--- src/verilog/cfls_map.vh ---
// constants of the loop sequencer: opcodes, sizes, offsets, fields, resets
`ifndef CFLS_MAP_VH
`define CFLS_MAP_VH

`define CFLS_OP_W            8
`define CFLS_OP_LOOP_OPEN    8'h04
`define CFLS_OP_LOOP_CLOSE   8'h05
`define CFLS_OP_OPEN_BRKTRK  8'h06
`define CFLS_OP_OPEN_NOINDEX 8'h07
`define CFLS_OP_LOOP_CONT    8'h08
`define CFLS_OP_LOOP_BREAK   8'h09

`define CFLS_PIX             16
`define CFLS_DEPTH           8
`define CFLS_SP_W            4
`define CFLS_ADDR_W          16
`define CFLS_POP_W           3
`define CFLS_NCONST          32
`define CFLS_SEL_W           5

`define CFLS_TRIP_LSB        0
`define CFLS_INIT_LSB        8
`define CFLS_STEP_LSB        16
`define CFLS_FIELD_W         8

`define CFLS_CONST_OFF       12'h000
`define CFLS_STATUS_OFF      12'h080
`define CFLS_MASK_OFF        12'h084
`define CFLS_INDEX_OFF       12'h088

`define CFLS_ST_SP_LSB       0
`define CFLS_ST_NEST_LSB     4
`define CFLS_ST_BRKCNT_LSB   8
`define CFLS_ST_OVF_BIT      16
`define CFLS_ST_UNF_BIT      17

`define CFLS_CONST_RST       24'h00_0000
`define CFLS_MASK_RST        16'hFFFF

`endif

--- src/verilog/cfls_loop_sequencer.v ---
// loop-control part of the control-flow sequencer, with AHB-Lite regs
`timescale 1ns/1ps
`include "cfls_map.vh"

module cfls_loop_sequencer (
    input  wire                        sys_clk,
    input  wire                        rst_n,
    input  wire                        hsel,
    input  wire [11:0]                 haddr,
    input  wire [1:0]                  htrans,
    input  wire                        hwrite,
    input  wire [2:0]                  hsize,
    input  wire                        hready,
    input  wire [31:0]                 hwdata,
    output reg  [31:0]                 hrdata,
    output wire                        hreadyout,
    output wire                        hresp,
    input  wire                        wave_start,
    input  wire [`CFLS_PIX-1:0]        wave_mask,
    input  wire                        instr_valid,
    input  wire [`CFLS_OP_W-1:0]       flow_opcode_field,
    input  wire [`CFLS_ADDR_W-1:0]     target_addr,
    input  wire [`CFLS_POP_W-1:0]      pop_count,
    input  wire [`CFLS_SEL_W-1:0]      loop_constant_select,
    input  wire [`CFLS_PIX-1:0]        cond_mask,
    output reg                         instr_done,
    output reg                         jump,
    output reg  [`CFLS_ADDR_W-1:0]     jump_target,
    output reg  [`CFLS_PIX-1:0]        active_mask,
    output reg  [`CFLS_FIELD_W-1:0]    loop_index_register
);

    localparam PW = `CFLS_PIX;
    localparam FW = `CFLS_FIELD_W;
    localparam SW = `CFLS_SP_W;

    // constant bank and live loop state
    reg [3*FW-1:0] lconst [0:`CFLS_NCONST-1];
    reg [FW-1:0]   cnt;
    reg [FW-1:0]   step;
    reg [PW-1:0]   lmask;
    reg [PW-1:0]   brk;
    reg [PW-1:0]   cont;
    reg [SW-1:0]   base;
    reg            noidx;
    reg [FW-1:0]   brk_count;
    reg [SW-1:0]   nest;
    reg [SW-1:0]   sp;
    reg            ovf;
    reg            unf;

    // stack, one field per array
    reg [PW-1:0]   s_mask   [0:`CFLS_DEPTH-1];
    reg [FW-1:0]   s_cnt    [0:`CFLS_DEPTH-1];
    reg [FW-1:0]   s_idx    [0:`CFLS_DEPTH-1];
    reg [FW-1:0]   s_step   [0:`CFLS_DEPTH-1];
    reg [PW-1:0]   s_lmask  [0:`CFLS_DEPTH-1];
    reg [PW-1:0]   s_brk    [0:`CFLS_DEPTH-1];
    reg [PW-1:0]   s_cont   [0:`CFLS_DEPTH-1];
    reg [SW-1:0]   s_base   [0:`CFLS_DEPTH-1];
    reg            s_noidx  [0:`CFLS_DEPTH-1];
    reg [FW-1:0]   s_brkcnt [0:`CFLS_DEPTH-1];

    // bus data-phase state
    reg            dp_wr;
    reg [11:0]     dp_addr;

    integer i;

    function [SW-1:0] sp_sub;
        input [SW-1:0] a;
        input [SW-1:0] n;
        begin
            sp_sub = (n > a) ? {SW{1'b0}} : a - n;
        end
    endfunction

    function [FW-1:0] cfield;
        input [3*FW-1:0] k;
        input [1:0]      which;
        begin
            cfield = k[which*FW +: FW];
        end
    endfunction

    // instruction decode
    wire is_open  = instr_valid &&
                    (flow_opcode_field == `CFLS_OP_LOOP_OPEN ||
                     flow_opcode_field == `CFLS_OP_OPEN_BRKTRK ||
                     flow_opcode_field == `CFLS_OP_OPEN_NOINDEX);
    wire is_ni    = flow_opcode_field == `CFLS_OP_OPEN_NOINDEX;
    wire is_trk   = flow_opcode_field == `CFLS_OP_OPEN_BRKTRK;
    wire is_close = instr_valid &&
                    flow_opcode_field == `CFLS_OP_LOOP_CLOSE;
    wire is_cont  = instr_valid &&
                    flow_opcode_field == `CFLS_OP_LOOP_CONT;
    wire is_brk   = instr_valid &&
                    flow_opcode_field == `CFLS_OP_LOOP_BREAK;

    wire [3*FW-1:0] kc   = lconst[loop_constant_select];
    wire [FW-1:0]   trip = cfield(kc, 2'd0);
    wire [FW-1:0]   kini = cfield(kc, 2'd1);
    wire [FW-1:0]   kstp = cfield(kc, 2'd2);

    // zero trip count fails every pixel
    wire [PW-1:0] open_pass = (trip == {FW{1'b0}}) ? {PW{1'b0}}
                              : (active_mask & cond_mask);
    wire          open_skip = open_pass == {PW{1'b0}};
    wire [PW-1:0] hit       = active_mask & cond_mask;
    wire [PW-1:0] cut       = active_mask & ~hit;
    wire          all_off   = cut == {PW{1'b0}};
    wire [FW-1:0] cnt_dec   = cnt - 1'b1;
    wire [PW-1:0] survive   = lmask & ~brk & cond_mask;
    wire          again     = (cnt_dec != {FW{1'b0}}) &&
                              (survive != {PW{1'b0}});
    wire [SW-1:0] pop_n     = {{(SW-`CFLS_POP_W){1'b0}}, pop_count};
    wire [SW-1:0] skip_sp   = sp_sub(sp, pop_n);
    wire [SW-1:0] top_sp    = sp_sub(sp, {{(SW-1){1'b0}}, 1'b1});
    wire [2:0]    top       = top_sp[2:0];
    wire [2:0]    sk        = skip_sp[2:0];
    wire          full      = sp == `CFLS_DEPTH;

    // loop sequencing
    always @(posedge sys_clk or negedge rst_n) begin
        if (!rst_n) begin
            active_mask         <= `CFLS_MASK_RST;
            loop_index_register <= {FW{1'b0}};
            cnt       <= {FW{1'b0}};
            step      <= {FW{1'b0}};
            lmask     <= {PW{1'b0}};
            brk       <= {PW{1'b0}};
            cont      <= {PW{1'b0}};
            base      <= {SW{1'b0}};
            noidx     <= 1'b0;
            brk_count <= {FW{1'b0}};
            nest      <= {SW{1'b0}};
            sp        <= {SW{1'b0}};
            ovf       <= 1'b0;
            unf       <= 1'b0;
            jump        <= 1'b0;
            jump_target <= {`CFLS_ADDR_W{1'b0}};
            instr_done  <= 1'b0;
            for (i = 0; i < `CFLS_DEPTH; i = i + 1) begin
                s_mask[i]   <= {PW{1'b0}};
                s_cnt[i]    <= {FW{1'b0}};
                s_idx[i]    <= {FW{1'b0}};
                s_step[i]   <= {FW{1'b0}};
                s_lmask[i]  <= {PW{1'b0}};
                s_brk[i]    <= {PW{1'b0}};
                s_cont[i]   <= {PW{1'b0}};
                s_base[i]   <= {SW{1'b0}};
                s_noidx[i]  <= 1'b0;
                s_brkcnt[i] <= {FW{1'b0}};
            end
        end else begin
            instr_done  <= instr_valid;
            jump        <= 1'b0;
            jump_target <= target_addr;
            // sticky error flags: hardware set wins over software clear
            if (dp_wr && dp_addr == `CFLS_STATUS_OFF) begin
                ovf <= ~hwdata[`CFLS_ST_OVF_BIT] & ovf;
                unf <= ~hwdata[`CFLS_ST_UNF_BIT] & unf;
            end
            if (wave_start) begin
                active_mask <= wave_mask;
                sp          <= {SW{1'b0}};
                nest        <= {SW{1'b0}};
            end else if (is_open) begin
                if (open_skip) begin
                    jump <= 1'b1;
                    if (pop_n != {SW{1'b0}}) begin
                        if (pop_n > sp)
                            unf <= 1'b1;
                        sp          <= skip_sp;
                        active_mask <= s_mask[sk];
                    end
                end else if (full) begin
                    ovf <= 1'b1;
                end else begin
                    // save outer state, then set up the new loop
                    s_mask[sp[2:0]]   <= active_mask;
                    s_cnt[sp[2:0]]    <= cnt;
                    s_idx[sp[2:0]]    <= loop_index_register;
                    s_step[sp[2:0]]   <= step;
                    s_lmask[sp[2:0]]  <= lmask;
                    s_brk[sp[2:0]]    <= brk;
                    s_cont[sp[2:0]]   <= cont;
                    s_base[sp[2:0]]   <= base;
                    s_noidx[sp[2:0]]  <= noidx;
                    s_brkcnt[sp[2:0]] <= brk_count;
                    sp          <= sp + 1'b1;
                    base        <= sp + 1'b1;
                    active_mask <= open_pass;
                    lmask       <= open_pass;
                    cnt         <= trip;
                    step        <= kstp;
                    brk         <= {PW{1'b0}};
                    cont        <= {PW{1'b0}};
                    noidx       <= is_ni;
                    if (!is_ni)
                        loop_index_register <= kini;
                    if (is_trk) begin
                        brk_count <= {FW{1'b0}};
                        nest      <= nest + 1'b1;
                    end
                end
            end else if (is_brk || is_cont) begin
                active_mask <= cut;
                if (is_brk) begin
                    brk       <= brk | hit;
                    brk_count <= brk_count + {{(FW-1){1'b0}}, |hit};
                end else begin
                    cont <= cont | hit;
                end
                if (all_off) begin
                    jump <= 1'b1;
                    sp   <= base;
                end // else fall through
            end else if (is_close) begin
                cnt <= cnt_dec;
                if (again) begin
                    jump        <= 1'b1;
                    active_mask <= lmask & ~brk;
                    cont        <= {PW{1'b0}};
                    if (!noidx)
                        loop_index_register <= loop_index_register
                                               + step;
                end else begin
                    // exit: one entry back, outer loop resumes
                    sp          <= top_sp;
                    if (sp == {SW{1'b0}})
                        unf <= 1'b1;
                    active_mask <= s_mask[top];
                    cnt         <= s_cnt[top];
                    step        <= s_step[top];
                    lmask       <= s_lmask[top];
                    brk         <= s_brk[top];
                    cont        <= s_cont[top];
                    base        <= s_base[top];
                    noidx       <= s_noidx[top];
                    brk_count   <= s_brkcnt[top];
                    nest        <= sp_sub(nest, {{(SW-1){1'b0}}, 1'b1});
                    if (!noidx)
                        loop_index_register <= s_idx[top];
                end
            end
        end
    end

    // AHB-Lite slave: zero wait states, always OKAY
    assign hreadyout = 1'b1;
    assign hresp     = 1'b0;

    wire addr_ok = hsel && hready && htrans[1];

    function [31:0] rd_word;
        input [11:0] a;
        begin
            rd_word = 32'h0000_0000;
            if (a < `CFLS_STATUS_OFF)
                rd_word = {8'h00, lconst[a[6:2]]};
            else if (a == `CFLS_STATUS_OFF)
                rd_word = {14'h0000, unf, ovf, brk_count,
                           nest, sp};
            else if (a == `CFLS_MASK_OFF)
                rd_word = {16'h0000, active_mask};
            else if (a == `CFLS_INDEX_OFF)
                rd_word = {24'h00_0000, loop_index_register};
        end
    endfunction

    always @(posedge sys_clk or negedge rst_n) begin
        if (!rst_n) begin
            dp_wr   <= 1'b0;
            dp_addr <= 12'h000;
            hrdata  <= 32'h0000_0000;
            for (i = 0; i < `CFLS_NCONST; i = i + 1)
                lconst[i] <= `CFLS_CONST_RST;
        end else begin
            dp_wr   <= addr_ok && hwrite;
            dp_addr <= {haddr[11:2], 2'b00};
            if (addr_ok && !hwrite)
                hrdata <= rd_word({haddr[11:2], 2'b00});
            if (dp_wr && dp_addr < `CFLS_STATUS_OFF)
                lconst[dp_addr[6:2]] <= hwdata[23:0];
        end
    end

endmodule // cfls_loop_sequencer

--- config.mk ---
export PLATFORM = sky130hd
export DESIGN_NAME = cfls_loop_sequencer
export DESIGN_NICKNAME = d
export VERILOG_FILES = /design/src/verilog/cfls_loop_sequencer.v
export VERILOG_INCLUDE_DIRS = /design/src /design/src/verilog
export SDC_FILE = /design/constraint.sdc
export NUM_CORES = 2
export LEC_CHECK = 0
export BUFFER_PORTS_ARGS = -buffer_cell sky130_fd_sc_hd__buf_2
export CAP_MARGIN = 20
export CORE_UTILIZATION = 46
export DETAILED_ROUTE_END_ITERATION = 7
export GPL_ROUTABILITY_DRIVEN = 0
export GPL_TIMING_DRIVEN = 0
export PLACE_DENSITY = 0.6
export SLEW_MARGIN = 30
export SYNTH_ARGS = -nofsm -noshare
export SYNTH_HDL_FRONTEND = slang
export SYNTH_SLANG_ARGS = --single-unit
--- constraint.sdc ---
create_clock -name sys_clk -period 5.4 [get_ports sys_clk]
set_input_delay 0.81 -clock sys_clk [delete_from_list [all_inputs] [get_ports sys_clk]]
set_output_delay 0.81 -clock sys_clk [all_outputs]
set_load 0.01 [all_outputs]
## After elaboration in Yosys (flattened, before gate mapping)

Cells that the tools add are included.

- Register bits after elaboration: 1,604
- Bits of input ports: 120
- Output and inout bits: 76
- Word-level logic and storage cells: 394

- Add/sub/neg operators: 8
- Order comparisons: 13
- Eq/ne operators: 29
- Multiplexer cells: 163
- Bitwise operators: 20
- Reduce and logical (&&, ||, !) cells: 38

Operators by type and width:

| kind | number |
|---|---|
| $bwmux 768 | 1 |
| $mux 16 | 31 |
| $bwmux 128 | 3 |
| $mux 8 | 39 |
| $bwmux 64 | 4 |
| $bmux 24 s5 | 2 |
| $bmux 16 s3 | 4 |
| $mux 24 | 6 |
| $demux 24 s5 | 1 |
| $mux 4 | 28 |
| $bmux 8 s3 | 4 |
| $and 16x16->16 | 4 |
| $demux 16 s3 | 1 |
| $eq 10x6->1 const B | 4 |
| $bwmux 32 | 1 |
| $eq 8x3->1 const B | 4 |
| $logic_not 16->1 | 2 |
| $not 16->16 | 2 |
| $mux 1 | 31 |
| $demux 8 s3 | 1 |
| $lt 12x8->1 const B | 2 |
| $ge 6x6->1 const B | 3 |
| $mux 18 | 1 |
| $not 5->6 | 3 |
| other kinds (44) | 89 |

## Longest topological paths before layout

- Depth after elaboration: 11
- Gate-level depth with buffers: 16
- Gate-level depth less buffers: 13

## Least setup slack after synthesis

OpenSTA, ideal clock, no wires.

- Path kind: input-to-reg
- Start point: input loop_constant_select[2]
- End point: register s_brk[49] in the netlist's numbering
- Library setup time: 0.127 ns
- Arrival: 3.828 ns
- Required time: 5.273 ns
- Setup slack: 1.445 ns
- Cell stages on the path: 15
- Buffers on the path: 6
- Cells stage by stage: clkbuf_1 -> buf_2 -> buf_2 -> mux4_2 -> mux4_2 -> mux2i_1 -> nand4_1 -> o21ai_2 -> nor2_1 -> nand3_1 -> or3_1 -> clkbuf_1 -> buf_4 -> buf_6 -> mux2_1

- Longest elaborated chain between the ends: 9

Ends and longest elaborated chain:

| what | line | source |
|---|---|---|
| start: declaration | cfls_loop_sequencer.v:24 | `` input wire [`CFLS_SEL_W-1:0] loop_constant_select, `` |
| $not 5->6 (implied by the code) | cfls_loop_sequencer.v:100 | `wire [3*FW-1:0] kc = lconst[loop_constant_select];` |
| $bmux 24 s5 | cfls_loop_sequencer.v:100 |  |
| $mux 24 (implied by the code) (2 in a row) | cfls_loop_sequencer.v:100 |  |
| $logic_not 8->1 | cfls_loop_sequencer.v:106 | `wire [PW-1:0] open_pass = (trip == {FW{1'b0}}) ? {PW{1'b0}}` |
| $mux 16 | cfls_loop_sequencer.v:106 |  |
| $logic_not 16->1 | cfls_loop_sequencer.v:108 | `wire open_skip = open_pass == {PW{1'b0}};` |
| $not 1->1 (no line) | - |  |
| $reduce_and 4->1 (no line) | - |  |
| end signal: indexed assignment | cfls_loop_sequencer.v:149 | `s_brk[i] <= {PW{1'b0}};` |
| end signal: indexed assignment | cfls_loop_sequencer.v:186 | `s_brk[sp[2:0]] <= brk;` |
| end: declaration | cfls_loop_sequencer.v:58 | `` reg [PW-1:0] s_brk [0:`CFLS_DEPTH-1]; `` |

Every way passes these cells. The select of a mux whose other input is x is not followed.
A chain may end at the register's enable or synchronous reset.

## Worst setup path after layout

- Start point: input loop_constant_select[2]
- End point: register s_brkcnt[39] in the netlist's numbering

- Longest elaborated chain between the ends: 9

Ends and longest elaborated chain:

| what | line | source |
|---|---|---|
| $not 5->6 (implied by the code) | cfls_loop_sequencer.v:100 |  |
| $bmux 24 s5 | cfls_loop_sequencer.v:100 |  |
| $mux 24 (implied by the code) (2 in a row) | cfls_loop_sequencer.v:100 |  |
| $logic_not 8->1 | cfls_loop_sequencer.v:106 |  |
| $mux 16 | cfls_loop_sequencer.v:106 |  |
| $logic_not 16->1 | cfls_loop_sequencer.v:108 |  |
| $not 1->1 (no line) | - |  |
| $reduce_and 4->1 (no line) | - |  |
| end signal: indexed assignment | cfls_loop_sequencer.v:153 | `s_brkcnt[i] <= {FW{1'b0}};` |
| end signal: indexed assignment | cfls_loop_sequencer.v:190 | `s_brkcnt[sp[2:0]] <= brk_count;` |
| end: declaration | cfls_loop_sequencer.v:62 | `` reg [FW-1:0] s_brkcnt [0:`CFLS_DEPTH-1]; `` |

Every way passes these cells. The select of a mux whose other input is x is not followed.

==> flow_summary.json <==
{
  "dp_hpwl_um": 213000,
  "ys_types": 68,
  "period_share_pct": 99.7,
  "synth-simple-area-share_pct": 6.31,
  "syn_area_um2": 81000,
  "p_total_mw": 31.3,
  "dieArea_um2": 178000,
  "antenna_found_initial": 14,
  "placed_area_um2": 85600,
  "cellLeakagePower_nw": 39.3,
  "final_nets": 6520,
  "grt_pass1_wl_um": 426000,
  "drv_cap": 0,
  "cts_setup_buffers": 0,
  "drive_gt1_share_pct": 40.2,
  "syn_inst": 6002,
  "synth_xor_area_share_pct": 0.151,
  "crit_fanout": 10,
  "grt_max_degree": 124,
  "h-tree-depth": 4,
  "synth_top_cell_area_share_pct": 48.8,
  "vias": 57500,
  "rr_worst_depth": 14,
  "max_freq_mhz": 186,
  "synth-async-reset-ratio_pct": 100,
  "fillCellCount": 14900,
  "start_util_pct": 46.5,
  "rsz0062_at_grt": "yes",
  "setup_slack_ns": 0.0158,
  "drtPass1Iterations": 6,
  "setup_viol": 0,
  "hold_path.class": "input port to flip-flop",
  "post-place-ws_ns": -0.976,
  "crit_type": "input port to flip-flop",
  "synth_top_family_by_area": "multiplexers",
  "critPathLaunch": "loop_constant_select[2]",
  "ys.flop_type": "dfrtp_1",
  "avgSynthCellArea_um2": 13.5,
  "drt-vias-per-instance": 6.50,
  "synth-seq-cells": 1596,
  "drt_iter0_drc": 7049,
  "core_area_um2": 174000,
  "required_ns": 6.08,
  "yosys-top-cells-count": "1580 x dfrtp_1, 1275 x mux2_2, 617 x nand2_1, 561 x mux4_2, 435 x clkbuf_1",
  "crit_path_start_kind": "input port",
  "slew_viol_final": 0,
  "r2r-start": "sp[0]",
  "track_usage_pct": 33.3,
  "ys_warn_count": 0,
  "clock_latency_ns": 0.83,
  "final_cell_area_um2": 91600,
  "path_clk_slew_ns": 0.06,
  "overflow": 0,
  "io_buffers": 167,
  "vdd_drop_max_v": 0.000322,
  "die_h_um": 422,
  "r2r-end": "base[3]",
  "hold_violations": 0,
  "holdPathStages": 1,
  "regArea_um2": 40000,
  "fin_crit_ns": 5.38,
  "synth_compound_area_share_pct": 4.71,
  "die_w_um": 422,
  "cts.sinks": 1596,
  "cp.arrival_ns": 6.07,
  "post_drt_wl_per_cell_um": 33.6,
  "skew_ns": 0.0438,
  "multi_input_area_um2": 38600,
  "fin_util_pct": 52.5,
  "status": "complete, no violations",
  "drc": 0,
  "synth_most_common_cell": "dfrtp_1",
  "synth_seq_area_share_pct": 49.3,
  "min_from": "target_addr[9]",
  "yosys-mux-area-fraction_pct": 36.0,
  "relSlewSlack_pct": 26.0,
  "p_per_area_nw_per_um2": 342,
  "synth_fa_ha_area_share_pct": 0.327,
  "synth_edf_count": 0,
  "worst_setup_path_end_kind": "flip-flop",
  "antenna_violating_nets_post_route": 0,
  "cts_buffers": 175,
  "synthToLayoutAreaGrowth_pct": 13.0,
  "worst_pin_slew_ns": 1.11,
  "ios": 196,
  "ff2ff_setup_slack_ns": 0.05,
  "wirelength_um": 297000,
  "synthTopCellsByArea": "dfrtp_1 49%, mux2_2 18%, mux4_2 16%",
  "cts_tree": "built",
  "cts-root-buf": "clkbuf_16",
  "yosys.area.top_type": "dfrtp_1",
  "placed_cells": 8526,
  "clk_path_buf_depth": 3,
  "num_rows": 153,
  "stdcell_count": 8849,
  "whs_endpoint": "jump_target[9]",
  "grt_pass1_vias": 57400
}
worst max path at each step:
stage / end / slack (ns) / cells past startpoint
global placement: lconst[20] / -32.84 / 1
CTS: lmask[7] / 0.03 / 14
detailed placement: base[3] / -0.98 / 12
floorplan: s_brk[49] / 1.44 / 15
global route: lmask[7] / -0.08 / 14
finish: s_brkcnt[39] / 0.02 / 13
sequential cells by signal, indices dropped and copies added, names as in the netlist, 24 cells and up:
signal    count
s_step       64
s_brkcnt     64
s_base       32
s_mask      128
s_brk       128
s_idx        64
lconst      768
s_cnt        64
s_lmask     128
hrdata       24
worst max-delay path, cell delays in order:
cell      delay [ns]
clkbuf_1        0.20
buf_2           0.43
buf_2           0.58
mux4_2          0.45
mux4_2          0.54
mux2i_2         0.43
nand4_1         0.41
o21ai_2         0.48
nor3_1          0.21
nand4_1         0.16
buf_2           0.38
buf_2           0.56
mux2_2          0.40
report_power, final:
group / leakage, nW / switching (mW) / total [mW] / internal, mW
logic: 16.0 / 4.09 / 6.07 / 1.98
registers: 20.3 / 0.415 / 12.8 / 12.4
clock network: 2.91 / 5.13 / 12.4 / 7.26
total: 39.3 / 9.64 / 31.3 / 21.6
routing by layer:
| metal | track usage (%) | part of all wire [%] | up-vias |
|---|---|---|---|
| met5 | 0 | 0.015 | - |
| met4 | 19.4 | 6.8 | 8 |
| met3 | 7.94 | 9.0 | 862 |
| met2 | 51.0 | 46 | 3016 |
| met1 | 43.4 | 38 | 30500 |
| li1 | - | - | 23100 |
cell usage in the layout, fill, tap and decap left out, types with 25 or more instances in the layout:
| cell | instances |
|---|---|
| mux4_2 | 561 |
| a31oi_1 | 42 |
| a211oi_1 | 64 |
| nor3_1 | 26 |
| nand3b_1 | 25 |
| mux2_2 | 1275 |
| nand3_1 | 155 |
| buf_2 | 260 |
| a311oi_1 | 62 |
| mux2i_1 | 90 |
| nand2b_1 | 29 |
| clkbuf_1 | 380 |
| a21oi_1 | 122 |
| mux2_1 | 64 |
| clkbuf_8 | 54 |
| nand4_1 | 26 |
| o21ai_0 | 183 |
| mux2_4 | 36 |
| nand2_1 | 617 |
| inv_1 | 37 |
| and3_1 | 53 |
| nor2_1 | 76 |
| dfrtp_1 | 1580 |
| clkbuf_2 | 94 |
| clkbuf_16 | 177 |
final cells by class:
cell class	count	share of cell area (%)
Antenna cell	6	0.0164
Inverter	38	0.156
Buffer	587	2.88
Timing Repair Buffer	193	1.56
Sequential cell	1596	43.6
Clock buffer	267	5.79
Clock inverter	48	0.630
Tap cell	2325	3.18
Multi-Input combinational cell	3789	42.2
metrics by stage:
stage / setup TNS, ns / hold WS [ns]
6_report: 0 / 0.0945
4_1_cts: 0 / 0.0496
2_1_floorplan: 0 / 0.442
5_1_grt: -0.0794 / 0.0642
3_3_place_gp: - / 0.455
3_5_place_dp: -466.16 / 0.468
cells by family (layout without fill, tap and decap cells):
group           count (synthesis)  count (layout)
flops                        1596            1596
mux                          2028            2028
compound gates                600             600
xor+xnor                       14              14
fa+ha+maj                      20              20
simple gates                 1117            1117
buf+inv                       625            1133
other cells                     2              16
repair_timing:
item / CTS / global route
endpoints found under the hold margin: 62 / 0
hold buffers: 1 / 0
gates resized for setup: 11 / 39
setup endpoints to repair: 123 / 141
(Power assumes the default switching activity.)
